`config.mk`:
```
export PLATFORM = sky130hd
export DESIGN_NAME = pisf_top
export DESIGN_NICKNAME = d
export VERILOG_FILES = /design/src/inc/pisf_pkg.sv /design/src/inc/pisf_flag_if.sv /design/src/verilog/pisf_flag_bank.sv /design/src/verilog/pisf_top.sv
export SDC_FILE = /design/constraint.sdc
export NUM_CORES = 1
export LEC_CHECK = 0
export ABC_CLOCK_PERIOD_IN_PS = 1100
export BUFFER_PORTS_ARGS = -buffer_cell sky130_fd_sc_hd__buf_2
export CAP_MARGIN = 25
export CELL_PAD_IN_SITES_DETAIL_PLACEMENT = 1
export CELL_PAD_IN_SITES_GLOBAL_PLACEMENT = 1
export CORE_UTILIZATION = 35
export DETAILED_ROUTE_END_ITERATION = 6
export GPL_TIMING_DRIVEN = 0
export PLACE_DENSITY_LB_ADDON = 0.08
export SYNTH_ARGS = -nofsm -noshare
export SYNTH_HDL_FRONTEND = slang
export SYNTH_HIERARCHICAL = 1
export SYNTH_SLANG_ARGS = --single-unit
```
`constraint.sdc`:
```
create_clock -name clk -period 1.1 [get_ports clk]
set_clock_uncertainty 0.1 [all_clocks]
set_input_delay 0.055 -clock clk [delete_from_list [all_inputs] [get_ports clk]]
set_output_delay 0.055 -clock clk [all_outputs]
set_load 0.01 [all_outputs]
```
`src/inc/pisf_pkg.sv`:
```
// Summary of operation
// RULE1 - status one at sub-address 1, read-only, resets zero, bits 7:6 read 0
// RULE2 - bit 5 of status one sets when supply is too low to program defaults
// RULE3 - bit 4 of status one sets on any mains-detect pin level change
// RULE4 - bit 3 of status one sets on any push-button level change
// RULE5 - bit 2 of status one follows the thermal early-warning level
// RULE6 - bit 1 of status one sets when backup-cell comparators have settled
// RULE7 - bit 0 of status one sets when default-setting programming completed
// RULE8 - status two at sub-address 2, read-only, resets zero, 7:6 reserved
// RULE9 - bits 5 and 3 of status two set on switch three/one thermal fault
// RULE10 - bit 4 of status two sets on switch two thermal or low-input fault
// RULE11 - status two bits 2:0 follow limiting of switches three, two, one
// RULE12 - gate bit zero lets a flag pull the line low; one blocks it
// RULE13 - gate bits never stop flags from updating
// RULE14 - flags held until read; line released when no unmasked flag remains
`default_nettype none
package pisf_pkg;
    localparam int REG_W = 8;
    localparam int FLAG_W = 6;
    localparam logic [7:0] ADDR_STATUS_ONE = 8'h01;
    localparam logic [7:0] ADDR_STATUS_TWO = 8'h02;
    localparam logic [7:0] ADDR_GATE_ONE = 8'h03;
    localparam logic [7:0] ADDR_GATE_TWO = 8'h04;
    localparam logic [7:0] RESET_REG = 8'h00;
    localparam logic [5:0] RESET_FLAGS = 6'h00;
    localparam logic [1:0] RESERVED_VAL = 2'h0;
    // status one field positions
    localparam int B_LOW_SUPPLY = 5;
    localparam int B_MAINS = 4;
    localparam int B_BUTTON = 3;
    localparam int B_THERMAL = 2;
    localparam int B_MEASURE = 1;
    localparam int B_PROGRAM = 0;
    // status two field positions
    localparam int B_SW3_FAULT = 5;
    localparam int B_SW2_FAULT = 4;
    localparam int B_SW1_FAULT = 3;
    localparam int B_SW3_LIMIT = 2;
    localparam int B_SW2_LIMIT = 1;
    localparam int B_SW1_LIMIT = 0;
    // bits that show a live level rather than a held event
    localparam logic [7:0] LEVEL_ONE = 8'h04;
    localparam logic [7:0] LEVEL_TWO = 8'h07;
endpackage
`default_nettype wire

```
`src/inc/pisf_flag_if.sv`:
```
`default_nettype none
interface pisf_flag_if #(parameter int W = 6);
    logic [W-1:0] set;
    logic [W-1:0] live;
    logic [W-1:0] clr;
    logic [W-1:0] mask;
    logic [W-1:0] value;
    logic [W-1:0] pend;
    modport bank (input set, input live, input clr, input mask,
        output value, output pend);
    modport user (output set, output live, output clr, output mask,
        input value, input pend);
endinterface
`default_nettype wire

```
`src/verilog/pisf_flag_bank.sv`:
```
`default_nettype none
module pisf_flag_bank
    import pisf_pkg::*;
#(
    parameter int W = 6,
    parameter logic [7:0] LEVEL = 8'h00
) (
    input wire logic clk,
    input wire logic rstn,
    pisf_flag_if.bank fi
);
    typedef struct packed {
        logic [W-1:0] sticky;
    } pisf_bank_t;

    pisf_bank_t st;
    pisf_bank_t next_st;
    logic [W-1:0] lvl;
    logic [W-1:0] set_ev;

    // a bank wider than one register could not be read back whole
    if (W < 1 || W > REG_W) begin : g_bad_width
        $error("flag bank width must be 1 to 8");
    end

    assign lvl = LEVEL[W-1:0];
    assign set_ev = fi.set & ~lvl;

    // a set arriving with the read clear wins, so no event is lost
    always_comb begin
        next_st = st;
        next_st.sticky = ((st.sticky & ~fi.clr) | set_ev) & ~lvl; // [RULE14]
    end

    always_ff @(posedge clk or negedge rstn) begin
        if (!rstn) begin
            st <= '0;
        end else begin
            st <= next_st;
        end
    end

    // gate only reaches the line, never the stored flag
    assign fi.value = st.sticky | (fi.live & lvl); // [RULE13]
    assign fi.pend = fi.value & ~fi.mask; // [RULE12]
endmodule
`default_nettype wire

```
`src/verilog/pisf_top.sv`:
```
`default_nettype none
module pisf_top
    import pisf_pkg::*;
(
    input wire logic clk,
    input wire logic rstn,
    input wire logic mains_detect_pin,
    input wire logic button_pin,
    input wire logic low_supply_evt,
    input wire logic thermal_warn,
    input wire logic measure_done_evt,
    input wire logic program_done_evt,
    input wire logic [2:0] switch_fault_evt,
    input wire logic [2:0] switch_limit,
    input wire logic [7:0] reg_addr,
    input wire logic reg_rd,
    input wire logic reg_wr,
    input wire logic [7:0] reg_wdata,
    output logic [7:0] reg_rdata,
    output logic reg_rvalid,
    output logic irq_line_n
);
    // ----------------------------------------------------------------
    // state
    // ----------------------------------------------------------------
    typedef struct packed {
        logic [FLAG_W-1:0] gate_one;
        logic [FLAG_W-1:0] gate_two;
        logic prev_mains;
        logic prev_button;
        logic primed;
        logic [REG_W-1:0] rdata;
        logic rvalid;
        logic irq_n;
    } pisf_top_t;

    pisf_top_t st;
    pisf_top_t next_st;

    pisf_flag_if #(.W(FLAG_W)) f1 ();
    pisf_flag_if #(.W(FLAG_W)) f2 ();

    // reserved upper bits always read zero
    function automatic logic [REG_W-1:0] fld8(input logic [FLAG_W-1:0] v);
        fld8 = {RESERVED_VAL, v};
    endfunction

    logic rd_one;
    logic rd_two;
    logic mains_chg;
    logic button_chg;

    assign rd_one = reg_rd && (reg_addr == ADDR_STATUS_ONE);
    assign rd_two = reg_rd && (reg_addr == ADDR_STATUS_TWO);
    // no edge is reported until the first pin level has been seen
    assign mains_chg = st.primed && (mains_detect_pin != st.prev_mains);
    assign button_chg = st.primed && (button_pin != st.prev_button);

    // ----------------------------------------------------------------
    // flag sources
    // ----------------------------------------------------------------
    always_comb begin
        f1.set = '0;
        f1.set[B_LOW_SUPPLY] = low_supply_evt; // [RULE2]
        f1.set[B_MAINS] = mains_chg; // [RULE3]
        f1.set[B_BUTTON] = button_chg; // [RULE4]
        f1.set[B_MEASURE] = measure_done_evt; // [RULE6]
        f1.set[B_PROGRAM] = program_done_evt; // [RULE7]
        f1.live = '0;
        f1.live[B_THERMAL] = thermal_warn; // [RULE5]
        f2.set = '0;
        f2.set[B_SW3_FAULT] = switch_fault_evt[2]; // [RULE9]
        f2.set[B_SW2_FAULT] = switch_fault_evt[1]; // [RULE10]
        f2.set[B_SW1_FAULT] = switch_fault_evt[0]; // [RULE9]
        f2.live = '0;
        f2.live[B_SW3_LIMIT] = switch_limit[2]; // [RULE11]
        f2.live[B_SW2_LIMIT] = switch_limit[1]; // [RULE11]
        f2.live[B_SW1_LIMIT] = switch_limit[0]; // [RULE11]
    end

    // a read clears exactly what it returned
    assign f1.clr = rd_one ? f1.value : '0; // [RULE14]
    assign f2.clr = rd_two ? f2.value : '0; // [RULE14]
    assign f1.mask = st.gate_one;
    assign f2.mask = st.gate_two;

    pisf_flag_bank #(.W(FLAG_W), .LEVEL(LEVEL_ONE)) u_bank_one (
        .clk(clk),
        .rstn(rstn),
        .fi(f1)
    );

    pisf_flag_bank #(.W(FLAG_W), .LEVEL(LEVEL_TWO)) u_bank_two (
        .clk(clk),
        .rstn(rstn),
        .fi(f2)
    );

    // ----------------------------------------------------------------
    // register port and interrupt line
    // ----------------------------------------------------------------
    always_comb begin
        next_st = st;
        next_st.prev_mains = mains_detect_pin;
        next_st.prev_button = button_pin;
        next_st.primed = 1'b1;
        next_st.rvalid = reg_rd;
        if (reg_rd) begin
            unique case (reg_addr)
                ADDR_STATUS_ONE: next_st.rdata = fld8(f1.value); // [RULE1]
                ADDR_STATUS_TWO: next_st.rdata = fld8(f2.value); // [RULE8]
                ADDR_GATE_ONE: next_st.rdata = fld8(st.gate_one);
                ADDR_GATE_TWO: next_st.rdata = fld8(st.gate_two);
                default: next_st.rdata = RESET_REG;
            endcase
        end
        // status registers are read-only, writes there are dropped
        if (reg_wr && (reg_addr == ADDR_GATE_ONE)) begin
            next_st.gate_one = reg_wdata[FLAG_W-1:0];
        end
        if (reg_wr && (reg_addr == ADDR_GATE_TWO)) begin
            next_st.gate_two = reg_wdata[FLAG_W-1:0];
        end
        // line follows flags one cycle late; released when none unmasked
        next_st.irq_n = !((|f1.pend) || (|f2.pend)); // [RULE12] [RULE14]
    end

    always_ff @(posedge clk or negedge rstn) begin
        if (!rstn) begin
            st.gate_one <= RESET_FLAGS;
            st.gate_two <= RESET_FLAGS;
            st.prev_mains <= 1'b0;
            st.prev_button <= 1'b0;
            st.primed <= 1'b0;
            st.rdata <= RESET_REG;
            st.rvalid <= 1'b0;
            st.irq_n <= 1'b1;
        end else begin
            st <= next_st;
        end
    end

    assign reg_rdata = st.rdata;
    assign reg_rvalid = st.rvalid;
    assign irq_line_n = st.irq_n;
endmodule
`default_nettype wire
```
==> results_dict.tcl <==
set metrics [dict create \
    num_vias 1380 \
    reg2reg_from "u_bank_two/st[4]" \
    rsz0062_at_grt "true" \
    antenna_found_initial 0 \
    yosysWarnings 6 \
    via_per_inst 4.79 \
    wl_mm 4.60 \
    cap_violations 0 \
    fin_crit_sh_pct 138 \
    cts_htree_levels 2 \
    period_minus_slack_ps 1520 \
    wl_per_cell_um 16.0 \
    clock-sinks 31 \
    holdCritStartpoint "reg_rd" \
    antenna_left 0 \
    slew_viol_final 0 \
    end_kind "register" \
    synth.avg_cell_area_um2 11.0 \
    final_cell_count_no_fill 288 \
    multi_input_area_um2 858 \
    nNetsFinal 252 \
    start_util_pct 36.3 \
    die_h_um 72.0 \
    final_cell_mix "buf_2, dfrtp_1, dlygate4sd3_1" \
    design.core.area_um2 4720 \
    hold_viol 0 \
    irDropWorstVdd_v 0.000443 \
    fp.dieW_um 72.0 \
    grt_pass1_vias 1534 \
    drtPass1Iterations 4 \
    cts-root-buf "clkbuf_8" \
    ioPinCount 42 \
    relSlewSlack_pct 50.2 \
    clk_path_buf_depth 2 \
    drive_gt1_share_pct 42.5 \
    leakagePower_nw 1.06 \
    overflow 0 \
    setup_slack_ps -415 \
    hold_slack_ps 76.2 \
    clk_pin_slew_ps 70 \
    insertion_delay_ps 290 \
    fin_util_pct 50.9 \
    setup.worst_path.class "in2reg" \
    grt_pass1_wl_mm 7.50 \
    setup_viol 27 \
    gp_congestion 0.821 \
    failed_checks "negative setup slack" \
    cts_tree "done" \
    dp_hpwl_mm 3.19 \
    critPathArrivalTime_ps 1590 \
    powerDensity_nw_per_um2 1000 \
    drtIter0Drc 37 \
    die_area_um2 5180 \
    status "finished, violations left" \
    port-buffer-count 37 \
    ff_latch_area_um2 777 \
    place_inst 261 \
    crit_fanout 6 \
    n_fill_cell 531 \
    grt_max_degree 32 \
    syn_inst 156 \
    worst_slew_pin_slew_ps 746 \
    cts_buffers 5 \
    grt_usage_pct 19.5 \
    crit_start "reg_addr[3]" \
    drc 0 \
    hold_class "in2reg" \
    cp.required_ps 1180 \
    area_growth_pct 40.5 \
    netlist_area_um2 1710 \
    startpoint_type "input port" \
    final_common_cell "buf_2" \
    fmax_ghz 0.660 \
    diodes 0 \
    num_rows 25 \
]
## what timing repair did
action                     CTS  global route
setup endpoints to repair   27            32
hold endpoints to repair    51             0
hold buffers                16             0
buffers inserted             6             2
pin swaps                    8            10
resized for setup           12            22
## cell type report
type | count | share of cell area (%)
Buffer | 13 | 3.59
Clock buffer | 6 | 3.02
Clock inverter | 2 | 0.520
Inverter | 14 | 2.18
Multi-Input combinational cell | 94 | 35.7
Sequential cell | 31 | 32.3
Tap cell | 67 | 3.48
Timing Repair Buffer | 61 | 19.2
## through the flow
| stage | TNS, ps | area (µm²) | power [mW] | setup WS, ps |
|---|---|---|---|---|
| after floorplan | -12830 | 1720 | 1.34 | -650 |
| after global placement | -21170 | 1990 | 1.46 | -1060 |
| after detailed placement | -22260 | 1990 | 1.47 | -1160 |
| after CTS | -7550 | 2330 | 2.43 | -414 |
| after global routing | -8980 | 2410 | 2.53 | -430 |
| final | -8030 | 2410 | 2.42 | -415 |
## critical path, stage by stage
cell and delay, ps:
buf_6 90, or4_4 580, or4_4 540, mux2_4 330
## registers in the layout, indices dropped and copies added, names as in the netlist
name           count
f1.mask            6
f2.mask            6
irq_line_n         1
reg_rdata          6
reg_rvalid         1
st                 3
u_bank_one/st      5
u_bank_two/st      3
## final timing paths
path | to | slack, ps | cells past startpoint
worst min register to register | reg_rdata[5] | 410 | 2
worst min-delay path | reg_rdata[0] | 80 | 3
max in group asynchronous | f2.mask[3] | 190 | 2
worst max-delay path | f2.mask[1] | -420 | 4
min in group asynchronous | reg_rdata[1] | 250 | 2
worst max register to register | reg_rdata[4] | -230 | 3
## routing by layer
metal / vias to the layer above / GRT usage [%] / routed length (µm)
li1: 659 / - / -
met1: 681 / 24.5 / 2010
met2: 32 / 32.5 / 2320
met3: 8 / 4.58 / 209
met4: 0 / 8.28 / 70
met5: - / 0 / 0
## power breakdown
part           switching [mW]  internal, mW
registers              0.0269          1.17
logic                   0.145         0.178
clock network           0.453         0.442
Note: power is estimated with default switching activity, not from simulation.
